## src/exs_pkg.sv

```systemverilog
// Purpose: Constants for the exception state-save block
// Assumes: 32-bit APB, word-aligned registers
// Notes: Register indices are times four for byte addresses
package exs_pkg;
  // ********************
  // Register indices
  // ********************
  localparam logic [2:0] EXS_IDX_NPC = 3'h0;
  localparam logic [2:0] EXS_IDX_NPSW = 3'h1;
  localparam logic [2:0] EXS_IDX_FPC = 3'h2;
  localparam logic [2:0] EXS_IDX_FPSW = 3'h3;
  localparam logic [2:0] EXS_IDX_CAUSE = 3'h4;
  localparam logic [2:0] EXS_IDX_IRQ_STAT = 3'h5;
  localparam logic [2:0] EXS_IDX_IRQ_MASK = 3'h6;
  // ********************
  // Fields and values
  // ********************
  localparam int EXS_ADDR_LSB = 2;
  localparam int EXS_CODE_W = 16;
  localparam int EXS_NUM_EVT = 2;
  localparam int EXS_EVT_NORMAL = 0;
  localparam int EXS_EVT_FATAL = 1;
  localparam logic [31:0] EXS_RST_WORD = 32'h0000_0000;
  localparam logic [15:0] EXS_RST_CODE = 16'h0000;
  localparam logic [1:0] EXS_RST_EVT = 2'h0;
  localparam logic [31:0] EXS_PC_EVEN_MASK = 32'hffff_fffe;
  // Whole state of the block
  typedef struct packed {
    logic [31:0] npc;
    logic [31:0] npsw;
    logic [31:0] fpc;
    logic [31:0] fpsw;
    logic [15:0] fcode;
    logic [15:0] ncode;
    logic [1:0] stat;
    logic [1:0] mask;
    logic [31:0] rdata;
  } exs_state_s;
endpackage : exs_pkg

```

## src/exs_top.sv

```systemverilog
// Purpose: Exception state-save registers of a 32-bit core
// Assumes: Core presents accept strobes with PC, status and code
// Notes: APB slave, zero-wait, single clock
// Operation
// - Normal event saves PC and status, unless a fatal event is accepted in the same cycle
// - One normal pair, later event overwrites
// - Fatal event saves into fatal pair
// - Cause of each accepted event recorded; when both come in one cycle only the fatal code is
// - Fatal code goes to upper half
// - Normal code goes to lower half
//
// Local design decision: the APB register port.
`timescale 1ns/10ps
`default_nettype none
module exs_top
  import exs_pkg::*;
(
  // Clock and reset
  input wire logic CLK_I,
  input wire logic RST_I,
  // APB slave
  input wire logic PSEL_I,
  input wire logic PENABLE_I,
  input wire logic PWRITE_I,
  input wire logic [31:0] PADDR_I,
  input wire logic [31:0] PWDATA_I,
  output logic [31:0] PRDATA_O,
  output logic PREADY_O,
  output logic PSLVERR_O,
  // Core event inputs
  input wire logic NORMAL_ACCEPT_I,
  input wire logic FATAL_ACCEPT_I,
  input wire logic [31:0] PROGRAM_COUNTER_I,
  input wire logic [31:0] PROGRAM_STATUS_WORD_I,
  input wire logic [15:0] CAUSE_CODE_I,
  // Saved state to the core
  output logic [31:0] NORMAL_EXC_PC_SAVE_O,
  output logic [31:0] NORMAL_EXC_STATUS_SAVE_O,
  output logic [31:0] FATAL_EXC_PC_SAVE_O,
  output logic [31:0] FATAL_EXC_STATUS_SAVE_O,
  output logic [31:0] EXCEPTION_CAUSE_O,
  // Interrupt
  output logic IRQ_O
);
  // ********************
  // State
  // ********************
  exs_state_s state_q; // Registered state
  exs_state_s state_d; // Next state
  logic wr_acc; // APB write access
  logic rd_acc; // APB read setup
  logic [2:0] idx; // Register index
  logic idx_ok; // Mapped address
  logic [1:0] evt; // Events this cycle

  // Decode of the bus request
  always_comb begin
    idx = PADDR_I[EXS_ADDR_LSB +: 3];
    idx_ok = (PADDR_I[31:EXS_ADDR_LSB + 3] == '0) && (idx <= EXS_IDX_IRQ_MASK);
    wr_acc = PSEL_I && PENABLE_I && PWRITE_I && idx_ok;
    rd_acc = PSEL_I && !PENABLE_I && !PWRITE_I;
    evt = '0;
    evt[EXS_EVT_NORMAL] = NORMAL_ACCEPT_I;
    evt[EXS_EVT_FATAL] = FATAL_ACCEPT_I;
  end

  // ********************
  // Next-state logic
  // ********************
  always_comb begin
    state_d = state_q;
    // Software writes first; events below take priority
    if (wr_acc) begin
      unique case (idx)
        EXS_IDX_NPC: state_d.npc = PWDATA_I & EXS_PC_EVEN_MASK;
        EXS_IDX_NPSW: state_d.npsw = PWDATA_I;
        EXS_IDX_FPC: state_d.fpc = PWDATA_I & EXS_PC_EVEN_MASK;
        EXS_IDX_FPSW: state_d.fpsw = PWDATA_I;
        EXS_IDX_IRQ_STAT: state_d.stat = state_q.stat & ~PWDATA_I[1:0];
        EXS_IDX_IRQ_MASK: state_d.mask = PWDATA_I[1:0];
        default: state_d.stat = state_q.stat; // Cause is read only
      endcase
    end
    // Fatal events own the fatal pair
    if (FATAL_ACCEPT_I) begin
      state_d.fpc = PROGRAM_COUNTER_I;
      state_d.fpsw = PROGRAM_STATUS_WORD_I;
      state_d.fcode = CAUSE_CODE_I;
    end else if (NORMAL_ACCEPT_I) begin
      state_d.npc = PROGRAM_COUNTER_I;
      state_d.npsw = PROGRAM_STATUS_WORD_I;
      state_d.ncode = CAUSE_CODE_I;
    end
    state_d.stat = state_d.stat | evt;
    // Read data captured in setup; unmapped reads return zero
    if (rd_acc && !idx_ok) begin
      state_d.rdata = EXS_RST_WORD;
    end else if (rd_acc) begin
      unique case (idx)
        EXS_IDX_NPC: state_d.rdata = state_q.npc;
        EXS_IDX_NPSW: state_d.rdata = state_q.npsw;
        EXS_IDX_FPC: state_d.rdata = state_q.fpc;
        EXS_IDX_FPSW: state_d.rdata = state_q.fpsw;
        EXS_IDX_CAUSE: state_d.rdata = {state_q.fcode, state_q.ncode};
        EXS_IDX_IRQ_STAT: state_d.rdata = {30'h0, state_q.stat};
        EXS_IDX_IRQ_MASK: state_d.rdata = {30'h0, state_q.mask};
        default: state_d.rdata = EXS_RST_WORD;
      endcase
    end
  end

  // Register the state
  always_ff @(posedge CLK_I) begin
    if (RST_I) begin
      state_q <= '{npc: EXS_RST_WORD, npsw: EXS_RST_WORD, fpc: EXS_RST_WORD,
                   fpsw: EXS_RST_WORD, fcode: EXS_RST_CODE, ncode: EXS_RST_CODE,
                   stat: EXS_RST_EVT, mask: EXS_RST_EVT, rdata: EXS_RST_WORD};
    end else begin
      state_q <= state_d;
    end
  end

  // ********************
  // Outputs
  // ********************
  assign PRDATA_O = state_q.rdata;
  assign PREADY_O = 1'b1;
  assign PSLVERR_O = PSEL_I && PENABLE_I && !idx_ok;
  assign NORMAL_EXC_PC_SAVE_O = state_q.npc;
  assign NORMAL_EXC_STATUS_SAVE_O = state_q.npsw;
  assign FATAL_EXC_PC_SAVE_O = state_q.fpc;
  assign FATAL_EXC_STATUS_SAVE_O = state_q.fpsw;
  assign EXCEPTION_CAUSE_O = {state_q.fcode, state_q.ncode};
  assign IRQ_O = |(state_q.stat & state_q.mask);
endmodule : exs_top
`default_nettype wire

```

## config.mk

```make
export PLATFORM = sky130hd
export DESIGN_NAME = exs_top
export DESIGN_NICKNAME = d
export VERILOG_FILES = /design/src/exs_pkg.sv /design/src/exs_top.sv
export SDC_FILE = /design/constraint.sdc
export NUM_CORES = 1
export LEC_CHECK = 0
export BUFFER_PORTS_ARGS = -buffer_cell sky130_fd_sc_hd__buf_2
export CAP_MARGIN = 15
export CORE_ASPECT_RATIO = 0.8
export CORE_MARGIN = 5
export CORE_UTILIZATION = 56
export CTS_CLUSTER_SIZE = 20
export DETAILED_ROUTE_END_ITERATION = 7
export PLACE_DENSITY = 0.87
export SLEW_MARGIN = 30
export SYNTH_ARGS = -nofsm -noshare
export SYNTH_HDL_FRONTEND = slang
export SYNTH_SLANG_ARGS = --single-unit
```

## constraint.sdc

```tcl
create_clock -name CLK_I -period 5.48 [get_ports CLK_I]
set_input_delay 0.548 -clock CLK_I [delete_from_list [all_inputs] [get_ports CLK_I]]
set_output_delay 0.548 -clock CLK_I [all_outputs]
set_load 0.005 [all_outputs]
```

==> impl_metrics.tcl, run 1 <==
set metrics [dict create \
    status "complete, no violations" \
    die_h_um 133.4 \
    cp.arrival_ns 3.41 \
    std_cell_rows 45 \
    max_freq_mhz 318.5 \
    post_drt_wl_per_cell_um 23.69 \
    cellLeakagePower_nw 5.224 \
    die_x_um 164.3 \
    synth-xor-area-share 0 \
    r2r_end "PRDATA_O[15]" \
    cts_inserted_buffers 17 \
    cts_root_buf "clkbuf_16" \
    drcViolationCount 0 \
    ys_seq_area_frac 0.3681 \
    dp_hpwl_um 25230 \
    netlist_instances 1186 \
    wl_um 36390 \
    first_iter_violations 1366 \
    synth_cell_types 46 \
    holdCritPathClass "input port to flip-flop" \
    final_util 0.6188 \
    period_needed_ns 3.139 \
    place_ws_ns 2.012 \
    timing_hold_violations_final 0 \
    timing.hold.ws_ns 0.3616 \
    initial_core_util 0.5652 \
    grt_remaining_overflow 0 \
    cts_tree "built" \
    hold_path.startpoint "PROGRAM_COUNTER_I[0]" \
    vias 9880 \
    grt_max_degree 102 \
    post_cts_resized 0 \
    fin_crit_sh 0.5729 \
    drtPass1Iterations 6 \
    rr_worst_depth 4 \
    synth_compound_area_frac 0.1937 \
    antenna_left 0 \
    worst-path-buf-inv 2 \
    synthTopCellsByArea "dfxtp_1 37%, buf_4 14%, mux4_2 6.8%" \
    antenna_found_initial 4 \
    synth.cell_area_um2 10660 \
    skew_ns 0.009254 \
    synth_top_area_share 0.3681 \
    synthMuxAreaShare 0.08850 \
    post_route_cells_drive_above_1_share 0.3508 \
    crit_slowest_cell "and4b_2" \
    clock_latency_ns 0.43 \
    final_cells 1536 \
    place_congestion 0.9345 \
    critPathMaxFanout 32 \
    required_ns 5.75 \
    clkSinkCount 196 \
    clk_pin_slew_ns 0.08 \
    startpoint_type "input port" \
    pwr_density_cell_nw_per_um2 283.9 \
    path_cells "buf_2 -> and4b_2 -> and3_1 -> or4b_1 -> buf_4 -> nor3_1 -> nor4_1" \
    ys_seq_elements 196 \
    grt_pass1_vias 8967 \
    cp-end-kind "flip-flop" \
    cts_setup_buffers 0 \
    min_path_cells 2 \
    postCtsHoldBufs 0 \
    min_to "FATAL_EXC_PC_SAVE_O[0]" \
    grt_first_pass_wirelength_um 53600 \
    vdd.ir_drop.worst_uv 184.2 \
    tns_ns 0 \
    synth_top_family_by_area "compound AO/OA/AOI/OAI gates" \
    coreArea_um2 18860 \
    reg2reg_setup_slack_ns 3.99 \
    cpPeakStageDelay_ns 0.85 \
    synthSimpleGateAreaFrac 0.1704 \
    syn_avg_cell_area_um2 8.988 \
    syn-num-nets 1337 \
    portBuffers 342 \
    synthAdderAreaFrac 0 \
    async_flop_share 0 \
    rsz0062_at_grt "false" \
    maxCapViolations 0 \
    grt_usage 0.3157 \
    htreeDepth 4 \
    synth.largest_area_cell "dfxtp_1" \
    tightestPinTransition_ns 0.9562 \
    synthFlopType "dfxtp_1" \
    ios 346 \
    yosysWarnings 0 \
    crit_type "input port to flip-flop" \
    dieArea_um2 21910 \
    reg2reg_from "FATAL_EXC_PC_SAVE_O[15]" \
    setup_viol 0 \
    synth-edff-count 0 \
    syn2layout_area_growth_pct 9.484 \
    clock_path_buffers 2 \
    slew-limit-headroom 0.3618 \
    fin_nets 1415 \
    critical-path-top-delay-family "simple AND/OR/NAND/NOR gates" \
    via_per_inst 6.432 \
    maxSlewViolCount 0 \
    dp.cells 1502 \
    fin_ws_ns 2.341 \
]
## sequential cells by signal, indices dropped and copies added (netlist names)
name	count
state_q	4
NORMAL_EXC_STATUS_SAVE_O	32
FATAL_EXC_STATUS_SAVE_O	32
FATAL_EXC_PC_SAVE_O	32
NORMAL_EXC_PC_SAVE_O	32
EXCEPTION_CAUSE_O	32
PRDATA_O	32
## layout make-up
class,count,area [um^2]
Multi-Input combinational cell,684,4913
Sequential cell,196,3924
Antenna cell,1,2.502
Tap cell,258,322.8
Fill cell,1531,7191
Clock inverter,15,168.9
Timing Repair Buffer,362,1903
Clock buffer,17,425.4
Inverter,3,11.26
## through the flow
stage / total power [mW] / cell area, um^2
finish: 3.314 / 11670
global route: 3.416 / 11670
CTS: 3.305 / 11630
detailed placement: 2.068 / 11040
global placement: 2.051 / 11010
floorplan: 1.914 / 10660
## worst reg2reg max path, stage by stage, from the launching register on
cell and delay, ns:
dfxtp_1 0.34, mux4_2 0.56, a22o_1 0.22, a22oi_1 0.20, nor2_1 0.06
## cells by family after synthesis
kind of cell	count (synthesis)
DFF	196
AOI/OAI and AO/OA	258
and+or+nand+nor	371
muxes	54
other	1
buffers and inverters	306
## Yosys cell counts, drive strengths merged (2+ instances only)
| cell | number |
|---|---|
| a22oi | 32 |
| or2 | 2 |
| and3b | 2 |
| nor2 | 118 |
| o21ai | 31 |
| clkbuf | 86 |
| nor3 | 10 |
| and4b | 2 |
| nand2 | 69 |
| a31oi | 15 |
| mux2 | 2 |
| nor2b | 3 |
| a22o | 31 |
| nand4 | 2 |
| buf | 217 |
| and2 | 62 |
| or3 | 2 |
| nor4 | 12 |
| a221o | 62 |
| dfxtp | 196 |
| and3 | 33 |
| nand3 | 49 |
| a211oi | 16 |
| inv | 2 |
| mux2i | 20 |
| a21oi | 17 |
| o2bb2ai | 2 |
| mux4 | 32 |
| a311oi | 47 |
## power by group
part	total [mW]	leakage, nW	switching, mW	internal, mW
sequential	1.56	1.61	0.0642	1.50
combinational	0.486	3.32	0.268	0.218
clock	1.26	0.291	0.613	0.651
## worst max-delay path by stage
stage                           from                           to  slack (ns)  depth (start not counted)
after detailed placement  PADDR_I[2]  NORMAL_EXC_STATUS_SAVE_O[0]        2.01                          7
final                     PADDR_I[2]  NORMAL_EXC_STATUS_SAVE_O[0]        2.34                          7
after global placement    PADDR_I[2]  NORMAL_EXC_STATUS_SAVE_O[1]        2.06                          7
after floorplan           PADDR_I[2]                    PSLVERR_O        3.03                          7
after CTS                 PADDR_I[2]  NORMAL_EXC_STATUS_SAVE_O[0]        2.46                          7
after global routing      PADDR_I[2]  NORMAL_EXC_STATUS_SAVE_O[1]        2.30                          7
## cells in the final DEF (no fill, tap or decap), types with 2 or more instances in the layout
| cell | synthesis | layout |
|---|---|---|
| buf_2 | 22 | 341 |
| clkinv_4 | 0 | 3 |
| a311oi_1 | 47 | 47 |
| o21ai_1 | 31 | 31 |
| dfxtp_1 | 196 | 196 |
| clkinv_2 | 0 | 2 |
| nand3_1 | 49 | 48 |
| a221o_1 | 62 | 62 |
| nand4_1 | 2 | 2 |
| a31oi_4 | 0 | 2 |
| inv_6 | 0 | 2 |
| clkbuf_16 | 0 | 17 |
| inv_1 | 2 | 2 |
| nor2_1 | 118 | 117 |
| a31oi_1 | 15 | 13 |
| inv_8 | 0 | 4 |
| and3b_1 | 2 | 2 |
| nand2_1 | 69 | 69 |
| nor4_1 | 12 | 12 |
| mux2_2 | 2 | 2 |
| buf_4 | 193 | 17 |
| and2_1 | 62 | 62 |
| or2_2 | 2 | 2 |
| a21oi_1 | 17 | 17 |
| mux2i_1 | 20 | 20 |
| mux4_2 | 32 | 32 |
| o2bb2ai_1 | 2 | 2 |
| a22oi_1 | 32 | 32 |
| a22o_1 | 31 | 31 |
| and4b_2 | 0 | 2 |
| buf_8 | 0 | 2 |
| a211oi_1 | 15 | 15 |
| nor3_1 | 9 | 7 |
| and3_1 | 33 | 33 |
| nor3_4 | 0 | 2 |
| clkinv_8 | 0 | 2 |
## metal layers
layer | up-vias | global-route usage | share of wire
met5 | - | 0 | 0.00058
met4 | 4 | 0.1071 | 0.028
met3 | 83 | 0.09991 | 0.15
met2 | 830 | 0.4815 | 0.45
met1 | 4676 | 0.4249 | 0.37
li1 | 4287 | - | -
(Power assumes the default switching activity.)
==> inputs of run 2 (changes only) <==
Settings changed: CORE_UTILIZATION 56 to 47, PLACE_DENSITY 0.87 to 0.78.
Clock period 5.48 ns to 2.76 ns, I/O delays scaled along.
==> impl_metrics.tcl, run 2 (synthesis gave the netlist of run 1 again) <==
set metrics [dict create \
    fin_ws_ns 0.4959 \
    maxSlewViolCount 0 \
    grt_usage 0.2861 \
    maxCapViolations 0 \
    ios 346 \
    antenna_left 0 \
    rsz0062_at_grt "false" \
    dp_hpwl_um 27380 \
    clock_path_buffers 2 \
    cts_tree "built" \
    path_cells "buf_2 -> and3_1 -> or4_4 -> nor3_4 -> buf_12 -> nor2_1 -> buf_2" \
    filler_cell_count 2053 \
    vias 9789 \
    dp.cells 1567 \
    regArea_um2 3924 \
    grt_pass1_vias 9278 \
    period_needed_ns 2.264 \
    die_h_um 144.7 \
    pwr_density_cell_nw_per_um2 562.6 \
    dieArea_um2 25810 \
    antenna_found_initial 4 \
    initial_core_util 0.4764 \
    max_freq_mhz 441.7 \
    post_route_cells_drive_above_1_share 0.3589 \
    skew_ns 0.01138 \
    place_congestion 0.8692 \
    tns_ns 0 \
    first_iter_violations 897 \
    clk_pin_slew_ns 0.07 \
    critPathMaxFanout 64 \
    fin_crit_sh 0.8203 \
    timing.hold.ws_ns 0.07043 \
    wl_um 38010 \
    fin_nets 1431 \
    timing_hold_violations_final 0 \
    grt_remaining_overflow 0 \
    mostFrequentLayoutCells "341 x buf_2, 196 x dfxtp_1, 117 x nor2_1" \
    crit_slowest_cell "or4_4" \
    tightestPinTransition_ns 0.8606 \
    via_per_inst 6.118 \
    crit_type "input port to output port" \
    clkSinkCount 196 \
    startpoint_type "input port" \
    drtPass1Iterations 5 \
    cellLeakagePower_nw 5.310 \
    cts_inserted_buffers 17 \
    place_ws_ns 0.2500 \
    grt_first_pass_wirelength_um 56000 \
    coreArea_um2 22380 \
    required_ns 2.48 \
    syn2layout_area_growth_pct 11.51 \
    grt_max_degree 68 \
    post_cts_resized 0 \
    postCtsHoldBufs 0 \
    drcViolationCount 0 \
    worst-path-buf-inv 3 \
    final_cells 1600 \
    multiInputGateArea_um2 4913 \
    reg2reg_from "FATAL_EXC_STATUS_SAVE_O[18]" \
    total_power_mw 6.689 \
    cp-end-kind "output port" \
    cp_num_cells 7 \
    rr_worst_depth 4 \
    slew-limit-headroom 0.4251 \
    crit_end "PSLVERR_O" \
    clock_latency_ns 0.44 \
    r2r_end "PRDATA_O[18]" \
    portBuffers 342 \
    vdd.ir_drop.worst_uv 412.5 \
    std_cell_rows 49 \
    cts_setup_buffers 0 \
    cpPeakStageDelay_ns 0.49 \
    crit_top_cell "buf_2" \
    die_x_um 178.4 \
    cp.arrival_ns 1.99 \
    critical-path-top-delay-family "simple AND/OR/NAND/NOR gates" \
    post_drt_wl_per_cell_um 23.75 \
    htreeDepth 4 \
    cts_root_buf "clkbuf_16" \
    holdCritPathClass "input port to flip-flop" \
    status "complete, no violations" \
    reg2reg_setup_slack_ns 1.31 \
    final_common_cell "buf_2" \
    critPathLaunch "PADDR_I[3]" \
    setup_viol 0 \
]
## run 2: cell count changes in the layout (fill, tap and decap cells not counted), sizes merged
cell | previous run | this run
buf | 362 | 378
bufinv | 1 | 2
clkbuf | 17 | 19
clkinv | 7 | 3
inv | 9 | 10
## run 2: per-layer routing
layer | track usage | routed length [um] | share of wire | up-vias
li1 | - | - | - | 4327
met5 | 0 | 46 | 0.0012 | -
met4 | 0.09285 | 985 | 0.026 | 8
met2 | 0.4351 | 16720 | 0.44 | 677
met1 | 0.3940 | 15200 | 0.40 | 4692
met3 | 0.08416 | 5049 | 0.13 | 85
## run 2: worst min path at each step
| stage | end | cells past startpoint | start |
|---|---|---|---|
| global placement | EXCEPTION_CAUSE_O[3] | 2 | EXCEPTION_CAUSE_O[3] |
| global route | FATAL_EXC_PC_SAVE_O[0] | 2 | PROGRAM_COUNTER_I[0] |
| floorplan | FATAL_EXC_PC_SAVE_O[0] | 1 | PROGRAM_COUNTER_I[0] |
| detailed placement | EXCEPTION_CAUSE_O[2] | 2 | EXCEPTION_CAUSE_O[2] |
| finish | FATAL_EXC_PC_SAVE_O[0] | 2 | PROGRAM_COUNTER_I[0] |
| CTS | FATAL_EXC_PC_SAVE_O[0] | 2 | PROGRAM_COUNTER_I[0] |
## run 2: report_power, final
| part | internal, mW | switching [mW] | leakage, nW |
|---|---|---|---|
| clock network | 1.40 | 1.21 | 0.296 |
| logic | 0.441 | 0.539 | 3.40 |
| registers | 2.98 | 0.124 | 1.61 |
## run 2: layout make-up
type | instances | share of cell area
Multi-Input combinational cell | 684 | 0.4133
Sequential cell | 196 | 0.3301
Timing Repair Buffer | 378 | 0.1722
Clock buffer | 19 | 0.03726
Tap cell | 306 | 0.03221
Clock inverter | 13 | 0.01379
Inverter | 3 | 0.0009473
Antenna cell | 1 | 0.0002105
## run 2: stage by stage
step	cell area [um^2]	util
2_1_floorplan	10660	-
3_3_place_gp	11280	0.5040
3_5_place_dp	11280	0.5040
4_1_cts	11890	0.5311
5_1_grt	11890	0.5311
6_report	11890	0.5312
==> inputs of run 3 (changes only) <==
Settings changed: CORE_UTILIZATION 47 to 52, PLACE_DENSITY 0.78 to 0.82.
Clock period 2.76 ns to 2.12 ns, I/O delays scaled along.
==> impl_metrics.tcl, run 3 (synthesis gave the netlist of run 1 again) <==
set metrics [dict create \
    status "complete, no violations" \
    cp-end-kind "output port" \
    maxSlewViolCount 0 \
    via_per_inst 6.304 \
    portBuffers 342 \
    cts_root_buf "clkbuf_16" \
    htreeDepth 4 \
    syn2layout_area_growth_pct 14.01 \
    timing_hold_violations_final 0 \
    crit_slowest_cell "or4_4" \
    skew_ns 0.01142 \
    grt_usage 0.3058 \
    seq_power_share 0.466 \
    die_x_um 170.1 \
    dieArea_um2 23480 \
    mostFrequentLayoutCells "341 x buf_2, 196 x dfxtp_1, 117 x nor2_1" \
    antenna_cells 0 \
    p_switching_mw 2.489 \
    post_route_cells_drive_above_1_share 0.3691 \
    cts_inserted_buffers 17 \
    drtPass1Iterations 6 \
    cp.arrival_ns 1.76 \
    stdcell_area_um2 12150 \
    critPathMaxFanout 6 \
    first_iter_violations 1372 \
    clock_path_buffers 2 \
    vdd.ir_drop.worst_uv 381.1 \
    max_freq_mhz 506.6 \
    drcViolationCount 0 \
    cts_tree "built" \
    dpl-instance-area_um2 11530 \
    dp_hpwl_um 27300 \
    final_util 0.6086 \
    cpPeakStageDelay_ns 0.46 \
    ios 346 \
    path_cells "buf_2 -> and3_1 -> or4_4 -> nor3_4 -> buf_4 -> buf_4 -> nor2_1 -> buf_2" \
    slew-limit-headroom 0.6083 \
    pwr_density_cell_nw_per_um2 714.3 \
    clkSinkCount 196 \
    tightestPinTransition_ns 0.5875 \
    crit_type "input port to output port" \
    initial_core_util 0.5338 \
    fin_nets 1452 \
    grt_first_pass_wirelength_um 56660 \
    clk_pin_slew_ns 0.08 \
    final_common_cell "buf_2" \
    power.share.switching 0.2866 \
    post_drt_wl_per_cell_um 24.06 \
    coreArea_um2 19970 \
    clock_latency_ns 0.43 \
    dp.cells 1544 \
    vias 9948 \
    antenna_left 0 \
    antenna_found_initial 5 \
    grt_max_degree 97 \
    wl_um 37970 \
    grt_remaining_overflow 0 \
    clkPwrFrac 0.383 \
    holdCritPathClass "input port to flip-flop" \
    fin_crit_sh 0.9311 \
    cellLeakagePower_nw 5.461 \
    internal_power_mw 6.194 \
    combPwrFrac 0.151 \
    startpoint_type "input port" \
    rsz0062_at_grt "false" \
    required_ns 1.91 \
    setup_viol 0 \
    place_congestion 0.9157 \
    place_ws_ns -0.08681 \
    period_needed_ns 1.974 \
    std_cell_rows 46 \
    fin_ws_ns 0.1460 \
    final_cells 1578 \
    maxCapViolations 0 \
    die_h_um 138.1 \
    grt_pass1_vias 9446 \
]
[run 3: changes by cell type in the layout (fill, tap and decap cells not counted), moves of 2 or more]
cell,before,now
inv_8,2,4
clkinv_4,1,3
buf_4,32,39
inv_6,5,2
buf_12,5,18
[run 3: final timing paths]
path	cells past startpoint	slack, ns	end	startpoint
worst min-delay path	2	0.03	FATAL_EXC_STATUS_SAVE_O[16]	PWDATA_I[16]
worst max-delay path	8	0.15	PSLVERR_O	PADDR_I[3]
worst min register to register	2	0.49	EXCEPTION_CAUSE_O[7]	EXCEPTION_CAUSE_O[7]
worst max register to register	4	0.63	PRDATA_O[31]	FATAL_EXC_STATUS_SAVE_O[31]
[run 3: metal layers]
layer  global-route usage  wire length, um  vias to the layer above
met5                    0               65                        -
met4              0.09706             1074                       10
met3              0.08720             4925                       97
met2               0.4755            17170                      722
met1               0.4130            14740                     4748
li1                     -                -                     4371
[run 3: power by group through the flow]
stage               Sequential, mW  Combinational [mW]  Clock (mW)
floorplan                     4.06               0.892           0
global placement              4.12                1.26           0
detailed placement            4.12                1.29           0
CTS                           4.04                1.29        3.35
global route                  4.06                1.40        3.50
finish                        4.04                1.31        3.33
[run 3: critical path, delay by kind of cell]
kind	cells	cell delay [ns]
simple gates	4	0.95
buf+inv	4	0.59
[run 3: final cells by class]
| class | instances | area (um^2) |
|---|---|---|
| Clock buffer | 18 | 439.2 |
| Timing Repair Buffer | 399 | 2370 |
| Tap cell | 264 | 330.3 |
| Sequential cell | 196 | 3924 |
| Multi-Input combinational cell | 684 | 4913 |
| Inverter | 3 | 11.26 |
| Clock inverter | 14 | 166.4 |
| Fill cell | 1689 | 7818 |
[run 3: per-stage QoR]
stage	hold WS [ns]	power, mW	TNS (ns)
after floorplan	0.3377	4.949	0
after global placement	0.4434	5.376	-0.1409
after detailed placement	0.4474	5.409	-5.624
after CTS	0.007615	8.679	0
after global routing	0.02004	8.962	0
final	0.02590	8.682	0
[run 3: repair_timing]
action / in CTS / in global routing
endpoints found under the hold margin: 1 / 0
hold buffers: 1 / 0
gates resized for setup: 0 / 0
setup endpoints to repair: 0 / 1
setup buffers: 0 / 1
